--- config.mk ---
export PLATFORM = sky130hd
export DESIGN_NAME = parallel_io_ports
export DESIGN_NICKNAME = d
export VERILOG_FILES = /design/src/rtl/gpio_pkg.sv /design/src/rtl/port_ctl_if.sv /design/src/rtl/pin_sync.sv /design/src/rtl/gp_port.sv /design/src/rtl/parallel_io_ports.sv
export SDC_FILE = /design/constraint.sdc
export NUM_CORES = 1
export LEC_CHECK = 0
export BUFFER_PORTS_ARGS = -buffer_cell sky130_fd_sc_hd__buf_2
export CORE_UTILIZATION = 59
export CTS_BUF_LIST = sky130_fd_sc_hd__clkbuf_4
export CTS_CLUSTER_SIZE = 40
export DETAILED_ROUTE_END_ITERATION = 10
export GPL_ROUTABILITY_DRIVEN = 0
export PLACE_DENSITY_LB_ADDON = 0.1
export SETUP_SLACK_MARGIN = 0.4
export SLEW_MARGIN = 0
export SYNTH_ARGS = -nofsm -noshare
export SYNTH_HDL_FRONTEND = slang
export SYNTH_SLANG_ARGS = --single-unit
export TNS_END_PERCENT = 30
--- constraint.sdc ---
create_clock -name clock -period 1.6 [get_ports clock]
set_input_delay 0 -clock clock [delete_from_list [all_inputs] [get_ports clock]]
set_output_delay 0 -clock clock [all_outputs]
set_load 0.01 [all_outputs]
--- src/rtl/gpio_pkg.sv ---
// Constants and helpers shared by the parallel port block
// Operation
// General port pin drives when its direction bit is one, else input.
// Each 8-bit general port has its own 8-bit direction register.
// Reset clears every direction register, making all general pins inputs.
// Processor can write and read back every direction register.
// Data writes always load the latch; pin shows it only when direction is one.
// Data read returns latch for output pins, live pin level for inputs.
// First port pins go open-drain when special bit 0 and direction set.
// Wired-or select makes special lines 2-5 open-drain when outputs.
// With SPI disabled, special lines 2-5 follow their own direction bits.
// Special lines 0, 6 and 7 are inputs with no programmable direction.
// Once timer oscillator enabled, line 1 is output until reset; line 0 input.
// Special direction bits 0, 1, 6, 7 ignore writes and read zero.
// With SPI enabled line 5 is slave select; in slave mode direction ignored.
// In SPI master mode line 5 is fault input if direction clear, else output.
// SPI input lines 2-4 stay inputs; SPI output lines drive only if direction set.
// Reads of undefined or unused bits return zero.
// Input mode disables the driver while the latch keeps its last value.
package gpio_pkg;
  localparam int         PORT_W      = 8;
  localparam logic [3:0] SEL_A_DATA  = 4'h0;
  localparam logic [3:0] SEL_A_DIR   = 4'h1;
  localparam logic [3:0] SEL_B_DATA  = 4'h2;
  localparam logic [3:0] SEL_B_DIR   = 4'h3;
  localparam logic [3:0] SEL_C_DATA  = 4'h4;
  localparam logic [3:0] SEL_C_DIR   = 4'h5;
  localparam logic [3:0] SEL_D_DATA  = 4'h6;
  localparam logic [3:0] SEL_D_DIR   = 4'h7;
  localparam logic [3:0] SEL_SPECIAL = 4'h8;
  localparam logic [7:0] DIR_RESET   = 8'h00;
  localparam logic [7:0] LATCH_RESET = 8'h00;
  localparam logic [7:0] SPEC_RESET  = 8'h00;
  localparam logic [7:0] ALL_MASK    = 8'hff;
  localparam logic [7:0] D_DIR_MASK  = 8'h3c;
  localparam logic [7:0] D_READ_MASK = 8'hbf;
  localparam logic [7:0] SPEC_MASK   = 8'h05;
  localparam int         SPEC_OD_BIT = 0;
  localparam int         SPEC_DLY_BIT = 2;
  localparam int         D_OSC_OUT   = 1;
  localparam int         D_MISO      = 2;
  localparam int         D_MOSI      = 3;
  localparam int         D_SCK       = 4;
  localparam int         D_SS        = 5;

  function automatic logic [7:0] port_read(logic [7:0] dir, logic [7:0] latch,
                                           logic [7:0] pin);
    return (dir & latch) | (~dir & pin);
  endfunction

  // Returns {output enable, output level}
  function automatic logic [1:0] drive_bit(logic want, logic val, logic od);
    if (od)
      return {want & ~val, 1'b0};
    return {want, val};
  endfunction
endpackage

--- src/rtl/port_ctl_if.sv ---
// Control and state link between the port block and one port slice
`timescale 1ns/1ps
interface port_ctl_if;
  import gpio_pkg::*;
  logic [PORT_W-1:0] wdata;     // Write data
  logic              ldDir;     // Load direction register
  logic              ldLatch;   // Load output latch
  logic              openDrain; // Open-drain drive mode
  logic [PORT_W-1:0] dir;       // Direction register
  logic [PORT_W-1:0] latch;     // Output latch
  logic [PORT_W-1:0] pinLevel;  // Synchronised pin level
  modport ctl  (output wdata, ldDir, ldLatch, openDrain, input dir, latch, pinLevel);
  modport port (input wdata, ldDir, ldLatch, openDrain, output dir, latch, pinLevel);
endinterface

--- src/rtl/pin_sync.sv ---
// Three-stage pin synchroniser that accepts a change once stages two and three agree
`timescale 1ns/1ps
module pin_sync
  import gpio_pkg::*;
(
  input  wire logic              clock, // System clock
  input  wire logic              rstn,  // Async reset, active low
  input  wire logic [PORT_W-1:0] async, // Raw pin levels
  output logic      [PORT_W-1:0] level  // Filtered level
);
  logic [PORT_W-1:0] s1;
  logic [PORT_W-1:0] s2;
  logic [PORT_W-1:0] s3;

  always_ff @(posedge clock or negedge rstn)
  begin
    if (!rstn)
    begin
      s1 <= '0;
      s2 <= '0;
      s3 <= '0;
    end
    else
    begin
      s1 <= async;
      s2 <= s1;
      s3 <= s2;
    end
  end

  // A bit that still disagrees keeps its old value, so one-cycle glitches vanish
  always_ff @(posedge clock or negedge rstn)
  begin
    if (!rstn)
      level <= '0;
    else
      level <= (s2 & s3) | (level & (s2 ^ s3));
  end
endmodule

--- src/rtl/gp_port.sv ---
// One 8-bit port slice: direction register, output latch, pin sampling and drive
`timescale 1ns/1ps
module gp_port
  import gpio_pkg::*;
#(
  parameter logic [PORT_W-1:0] DIR_MASK = ALL_MASK
)
(
  input  wire logic              clock,  // System clock
  input  wire logic              rstn,   // Async reset, active low
  port_ctl_if.port               ctl,    // Control link
  input  wire logic [PORT_W-1:0] pinIn,  // Pin input levels
  output logic      [PORT_W-1:0] pinOut, // Pin output levels
  output logic      [PORT_W-1:0] pinOe   // Pin output enables
);
  logic [PORT_W-1:0] next_oe;
  logic [PORT_W-1:0] next_out;

  pin_sync u_sync (
    .clock (clock),
    .rstn  (rstn),
    .async (pinIn),
    .level (ctl.pinLevel)
  );

  always_ff @(posedge clock or negedge rstn)
  begin
    if (!rstn)
      ctl.dir <= DIR_RESET;
    else if (ctl.ldDir)
      ctl.dir <= ctl.wdata & DIR_MASK;
  end

  // The latch loads whatever the direction, so it is ready before the pin turns
  always_ff @(posedge clock or negedge rstn)
  begin
    if (!rstn)
      ctl.latch <= LATCH_RESET;
    else if (ctl.ldLatch)
      ctl.latch <= ctl.wdata;
  end

  always_comb
  begin
    next_oe = '0;
    next_out = '0;
    for (int i = 0; i < PORT_W; i++)
      {next_oe[i], next_out[i]} = drive_bit(ctl.dir[i], ctl.latch[i], ctl.openDrain);
  end

  always_ff @(posedge clock or negedge rstn)
  begin
    if (!rstn)
    begin
      pinOe <= '0;
      pinOut <= '0;
    end
    else
    begin
      pinOe <= next_oe;
      pinOut <= next_out;
    end
  end
endmodule

--- src/rtl/parallel_io_ports.sv ---
// Three general ports and the special port shared with the SPI and timer oscillator
`timescale 1ns/1ps
module parallel_io_ports
  import gpio_pkg::*;
(
  input  wire logic              clock,              // 100 MHz system clock
  input  wire logic              rstn,               // Async reset, active low
  input  wire logic [3:0]        regSel,             // Register select
  input  wire logic              regWr,              // Register write strobe
  input  wire logic              regRd,              // Register read strobe
  input  wire logic [PORT_W-1:0] regWdata,           // Register write data
  output logic      [PORT_W-1:0] regRdata,           // Read data, held
  input  wire logic [PORT_W-1:0] firstPortPinsIn,    // First port pin levels
  output logic      [PORT_W-1:0] firstPortPinsOut,   // First port out levels
  output logic      [PORT_W-1:0] firstPortPinsOe,    // First port enables
  input  wire logic [PORT_W-1:0] portBIn,            // Second port pin levels
  output logic      [PORT_W-1:0] portBOut,           // Second port out levels
  output logic      [PORT_W-1:0] portBOe,            // Second port enables
  input  wire logic [PORT_W-1:0] portCIn,            // Third port pin levels
  output logic      [PORT_W-1:0] portCOut,           // Third port out levels
  output logic      [PORT_W-1:0] portCOe,            // Third port enables
  input  wire logic [PORT_W-1:0] portDIn,            // Special port pin levels
  output logic      [PORT_W-1:0] portDOut,           // Special port out levels
  output logic      [PORT_W-1:0] portDOe,            // Special port enables
  output logic      [PORT_W-1:0] portDLevel,         // Filtered special levels
  input  wire logic              spiEnable,          // SPI unit enabled
  input  wire logic              spiMaster,          // SPI in master mode
  input  wire logic              wiredOrDriveSelect, // Open-drain lines 2-5
  input  wire logic              spiMisoOut,         // SPI slave data out
  input  wire logic              spiMosiOut,         // SPI master data out
  input  wire logic              spiSckOut,          // SPI master clock out
  output logic                   ssForSpi,           // Select/fault level to SPI
  input  wire logic              timerOscEnable,     // Timer oscillator enable
  input  wire logic              timerOscDrive,      // Timer oscillator drive
  output logic                   delayOverride       // Short-delay control bit
);
  port_ctl_if paIf ();
  port_ctl_if pbIf ();
  port_ctl_if pcIf ();
  port_ctl_if pdIf ();

  logic [PORT_W-1:0] special;
  logic              oscLatched;
  logic [PORT_W-1:0] want;
  logic [PORT_W-1:0] val;
  logic [PORT_W-1:0] next_dOe;
  logic [PORT_W-1:0] next_dOut;
  logic [PORT_W-1:0] next_rdata;
  logic              next_ss;

  function automatic logic hit(logic [3:0] sel);
    return regWr && regSel == sel;
  endfunction

  //////////////////////////////////////////////////////////////////////////////
  // Port slices

  assign paIf.wdata = regWdata;
  assign paIf.ldDir = hit(SEL_A_DIR);
  assign paIf.ldLatch = hit(SEL_A_DATA);
  assign paIf.openDrain = special[SPEC_OD_BIT];
  assign pbIf.wdata = regWdata;
  assign pbIf.ldDir = hit(SEL_B_DIR);
  assign pbIf.ldLatch = hit(SEL_B_DATA);
  assign pbIf.openDrain = 1'b0;
  assign pcIf.wdata = regWdata;
  assign pcIf.ldDir = hit(SEL_C_DIR);
  assign pcIf.ldLatch = hit(SEL_C_DATA);
  assign pcIf.openDrain = 1'b0;
  assign pdIf.wdata = regWdata;
  assign pdIf.ldDir = hit(SEL_D_DIR);
  assign pdIf.ldLatch = hit(SEL_D_DATA);
  assign pdIf.openDrain = 1'b0;
  assign portDLevel = pdIf.pinLevel;
  assign delayOverride = special[SPEC_DLY_BIT];

  gp_port u_portA (
    .clock  (clock),
    .rstn   (rstn),
    .ctl    (paIf),
    .pinIn  (firstPortPinsIn),
    .pinOut (firstPortPinsOut),
    .pinOe  (firstPortPinsOe)
  );

  gp_port u_portB (
    .clock  (clock),
    .rstn   (rstn),
    .ctl    (pbIf),
    .pinIn  (portBIn),
    .pinOut (portBOut),
    .pinOe  (portBOe)
  );

  gp_port u_portC (
    .clock  (clock),
    .rstn   (rstn),
    .ctl    (pcIf),
    .pinIn  (portCIn),
    .pinOut (portCOut),
    .pinOe  (portCOe)
  );

  // Special port keeps only the four shared lines programmable; drive is local
  gp_port #(
    .DIR_MASK (D_DIR_MASK)
  ) u_portD (
    .clock  (clock),
    .rstn   (rstn),
    .ctl    (pdIf),
    .pinIn  (portDIn),
    .pinOut (),
    .pinOe  ()
  );

  //////////////////////////////////////////////////////////////////////////////
  // Special control register and oscillator hold

  always_ff @(posedge clock or negedge rstn)
  begin
    if (!rstn)
      special <= SPEC_RESET;
    else if (hit(SEL_SPECIAL))
      special <= regWdata & SPEC_MASK;
  end

  // Software cannot hand the line back; only reset releases it
  always_ff @(posedge clock or negedge rstn)
  begin
    if (!rstn)
      oscLatched <= 1'b0;
    else if (timerOscEnable)
      oscLatched <= 1'b1;
  end

  //////////////////////////////////////////////////////////////////////////////
  // Special port drive

  always_comb
  begin
    want = '0;
    val = '0;
    if (!spiEnable)
    begin
      want = pdIf.dir;
      val = pdIf.latch;
    end
    else if (spiMaster)
    begin
      want[D_MOSI] = pdIf.dir[D_MOSI];
      val[D_MOSI] = spiMosiOut;
      want[D_SCK] = pdIf.dir[D_SCK];
      val[D_SCK] = spiSckOut;
      want[D_SS] = pdIf.dir[D_SS];
      val[D_SS] = pdIf.latch[D_SS];
    end
    else
    begin
      want[D_MISO] = pdIf.dir[D_MISO];
      val[D_MISO] = spiMisoOut;
    end
    next_dOe = '0;
    next_dOut = '0;
    for (int i = 0; i < PORT_W; i++)
      {next_dOe[i], next_dOut[i]} = drive_bit(want[i] & D_DIR_MASK[i], val[i],
                                              wiredOrDriveSelect);
    if (oscLatched || timerOscEnable)
    begin
      next_dOe[D_OSC_OUT] = 1'b1;
      next_dOut[D_OSC_OUT] = timerOscDrive;
    end
  end

  always_ff @(posedge clock or negedge rstn)
  begin
    if (!rstn)
    begin
      portDOe <= '0;
      portDOut <= '0;
    end
    else
    begin
      portDOe <= next_dOe;
      portDOut <= next_dOut;
    end
  end

  // A master with line 5 set as output sees no fault, so the SPI gets idle high
  always_comb
  begin
    next_ss = pdIf.pinLevel[D_SS];
    if (spiMaster && pdIf.dir[D_SS])
      next_ss = 1'b1;
  end

  always_ff @(posedge clock or negedge rstn)
  begin
    if (!rstn)
      ssForSpi <= 1'b1;
    else
      ssForSpi <= next_ss;
  end

  //////////////////////////////////////////////////////////////////////////////
  // Register read

  always_comb
  begin
    if (regSel == SEL_A_DATA)
      next_rdata = port_read(paIf.dir, paIf.latch, paIf.pinLevel);
    else if (regSel == SEL_A_DIR)
      next_rdata = paIf.dir;
    else if (regSel == SEL_B_DATA)
      next_rdata = port_read(pbIf.dir, pbIf.latch, pbIf.pinLevel);
    else if (regSel == SEL_B_DIR)
      next_rdata = pbIf.dir;
    else if (regSel == SEL_C_DATA)
      next_rdata = port_read(pcIf.dir, pcIf.latch, pcIf.pinLevel);
    else if (regSel == SEL_C_DIR)
      next_rdata = pcIf.dir;
    else if (regSel == SEL_D_DATA)
      next_rdata = port_read(pdIf.dir, pdIf.latch, pdIf.pinLevel) & D_READ_MASK;
    else if (regSel == SEL_D_DIR)
      next_rdata = pdIf.dir;
    else if (regSel == SEL_SPECIAL)
      next_rdata = special;
    else
      next_rdata = '0;
  end

  always_ff @(posedge clock or negedge rstn)
  begin
    if (!rstn)
      regRdata <= '0;
    else if (regRd)
      regRdata <= next_rdata;
  end
endmodule

==> flow_metrics.env <==
export IMPL_synth_mux_area_share_pct=9.96
export IMPL_final_common_cell="dfrtp_1"
export IMPL_start_util_pct=61.3
export IMPL_num_vias=6266
export IMPL_wl_um=21100
export IMPL_post_dp_cell_area_mm2=0.0105
export IMPL_end_kind="register"
export IMPL_numCtsBuffers=68
export IMPL_cts_path_max_buffers=3
export IMPL_pre_cts_ws_ps=92.9
export IMPL_clk_pin_slew_ps=60
export IMPL_antenna_found_initial=2
export IMPL_tns_ps=0
export IMPL_drtIter0Drc=370
export IMPL_nets=1031
export IMPL_grt_pass1_vias=6762
export IMPL_path_max_fanout=3
export IMPL_post_route_cell_area_mm2=0.0126
export IMPL_track_usage_pct=27.3
export IMPL_avgSynthCellArea_um2=15.3
export IMPL_cp_required_ps=2110
export IMPL_startpoint_type="register"
export IMPL_numPortBuffers=134
export IMPL_layout_drive_gt1_share_pct=40.6
export IMPL_final_antenna_net_count=0
export IMPL_synthSimpleGateAreaFrac_pct=7.17
export IMPL_p_per_area_mw_per_mm2=1300
export IMPL_synthCells=619
export IMPL_grt_max_degree=58
export IMPL_dp_cells=971
export IMPL_synthXorXnorAreaFrac_pct=0
export IMPL_ys_ff_latch=261
export IMPL_synth_compound_area_share_pct=8.03
export IMPL_hp_class="primary input to register"
export IMPL_worst_slew_pin_slew_ps=623
export IMPL_irDropWorstVdd_uv=869
export IMPL_crit_type="register to register"
export IMPL_core_mm2=0.0154
export IMPL_cts_sinks=261
export IMPL_synth_top_family_by_area="multiplexers"
export IMPL_clock_latency_ps=650
export IMPL_slew_headroom_pct=58.4
export IMPL_p_leak_nw=6.23
export IMPL_yosys_cell_types_count=51
export IMPL_syn2layout_area_growth_pct=33.7
export IMPL_rows=45
export IMPL_final_setup_skew_ps=19.2
export IMPL_die_h_um=129
export IMPL_yosys_warnings=0
export IMPL_min_period_ps=1280
export IMPL_htree_levels=3
export IMPL_setup_violations_final=0
export IMPL_worst_slack_ps=323
export IMPL_rsz0062_at_grt="true"
export IMPL_synth_fa_ha_area_share_pct=4.23
export IMPL_cts_root_buffer="clkbuf_4"
export IMPL_hold_violations=0
export IMPL_maxCapViolCount=0
export IMPL_crit_arrival_ps=1780
export IMPL_vias_per_cell=5.20
export IMPL_io_pins=138
export IMPL_min_period_over_period_pct=79.8
export IMPL_stdcell_count=1204
export IMPL_synthFlopType="dfrtp_1"
export IMPL_die_area_mm2=0.0165
export IMPL_grt_overflow_total=0
export IMPL_hold_slack_ps=54.5
export IMPL_drc=0
export IMPL_max_freq_mhz=783
export IMPL_die_w_um=129
export IMPL_drt_pre_antenna_iters=4
export IMPL_synth_edff_count=0
export IMPL_cts_tree="yes"
export IMPL_ys_seq_area_share_pct=69.1
export IMPL_avgRoutedWirePerCell_um=17.5
export IMPL_hpwl_um=13200
export IMPL_async_flop_share_pct=100
export IMPL_drv_slew=0
export IMPL_grt_pass1_wl_um=33800
export IMPL_outcome="finished, final reports clean"
export IMPL_final_cell_mix="dfrtp_1, buf_2, clkbuf_4"
export IMPL_syn_cell_area_mm2=0.00946
synth_stat cells, types with 2 or more instances:
cell | count | area share, %
a211oi_1 | 7 | 0.56
a21boi_0 | 9 | 0.71
a21o_1 | 37 | 2.9
a21oi_1 | 19 | 1.0
a31oi_1 | 6 | 0.40
a32o_1 | 2 | 0.21
and2_1 | 3 | 0.20
and3_1 | 3 | 0.20
buf_2 | 7 | 0.37
buf_4 | 5 | 0.40
buf_6 | 3 | 0.36
clkbuf_1 | 6 | 0.24
dfrtp_1 | 260 | 69
ha_1 | 32 | 4.2
inv_1 | 3 | 0.12
mux2_2 | 65 | 7.7
mux2i_1 | 21 | 2.2
nand2_1 | 19 | 0.75
nand2_4 | 2 | 0.24
nand2b_1 | 9 | 0.60
nand3_1 | 10 | 0.53
nand3b_1 | 3 | 0.24
nor2_1 | 12 | 0.48
nor2b_1 | 20 | 1.3
nor3_1 | 2 | 0.11
nor3b_1 | 6 | 0.48
nor4b_4 | 2 | 0.50
o21ai_0 | 15 | 0.79
o221ai_1 | 4 | 0.37
o41ai_1 | 2 | 0.19
or2_2 | 2 | 0.13
or3b_2 | 4 | 0.37
worst paths after layout:
check | slack [ps] | start | to | cells after the start
worst max-delay path | 320 | u_portB.ctl.dir[2] | regRdata[2] | 4
worst max register to register | 320 | u_portB.ctl.dir[2] | regRdata[2] | 4
min in group asynchronous | 430 | rstn | u_portA.u_sync.s3[1] | 3
worst min register to register | 340 | u_portA.u_sync.s1[2] | u_portA.u_sync.s2[2] | 0
max in group asynchronous | 510 | rstn | u_portD.ctl.dir[2] | 4
worst min-delay path | 50 | regSel[0] | regRdata[3] | 5
through the flow:
step / total power [mW] / utilization [%]
after floorplan: 9.25 / -
after global placement: 10.2 / 68.3
after detailed placement: 10.3 / 68.3
after CTS: 16.5 / 81.3
after global routing: 17.3 / 82.0
final: 16.5 / 82.0
final cells by class:
class | count | area, um2
well taps | 211 | 264
multi-input cells | 336 | 2920
repair buffers | 273 | 2030
inverters | 3 | 11.3
fillers | 913 | 2780
flip-flops and latches | 261 | 6540
diodes | 2 | 5.00
clock buffers | 102 | 766
clock inverters | 16 | 116
what timing repair did:
| action | 4_1_cts | 5_1_grt |
|---|---|---|
| endpoints found under the setup margin | 31 | 52 |
| buffers inserted | 12 | 9 |
| gates cloned | 0 | 0 |
| hold buffers | 92 | 0 |
| pin swaps | 10 | 13 |
| resized for setup | 31 | 12 |
| hold endpoints to repair | 378 | 0 |
worst max-delay path, cell delays in order (launching register included):
cell,delay [ps]
dfrtp_1,410
and3_1,210
a31o_2,250
a31oi_2,170
o41ai_2,110
per-layer routing:
metal	vias up	wire length, um	track usage (%)
met5	-	8	0
met4	2	506	12.3
met3	48	1210	6.61
met2	208	10400	44.5
met1	3122	8900	35.1
li1	2886	-	-
kinds of logic after synthesis:
logic type	Yosys count
fa+ha+maj	32
compound gates	110
buf+inv	24
other cells	1
mux	86
simple gates	105
flops	261
power breakdown:
group / total [mW] / switching (mW) / internal, mW / leakage, nW
Combinational: 2.53 / 1.18 / 1.35 / 2.56
Sequential: 8.17 / 0.629 / 7.54 / 3.15
Clock: 5.76 / 2.52 / 3.23 / 0.532
Total: 16.5 / 4.33 / 12.1 / 6.23
Power figures use the tool's default switching activity.
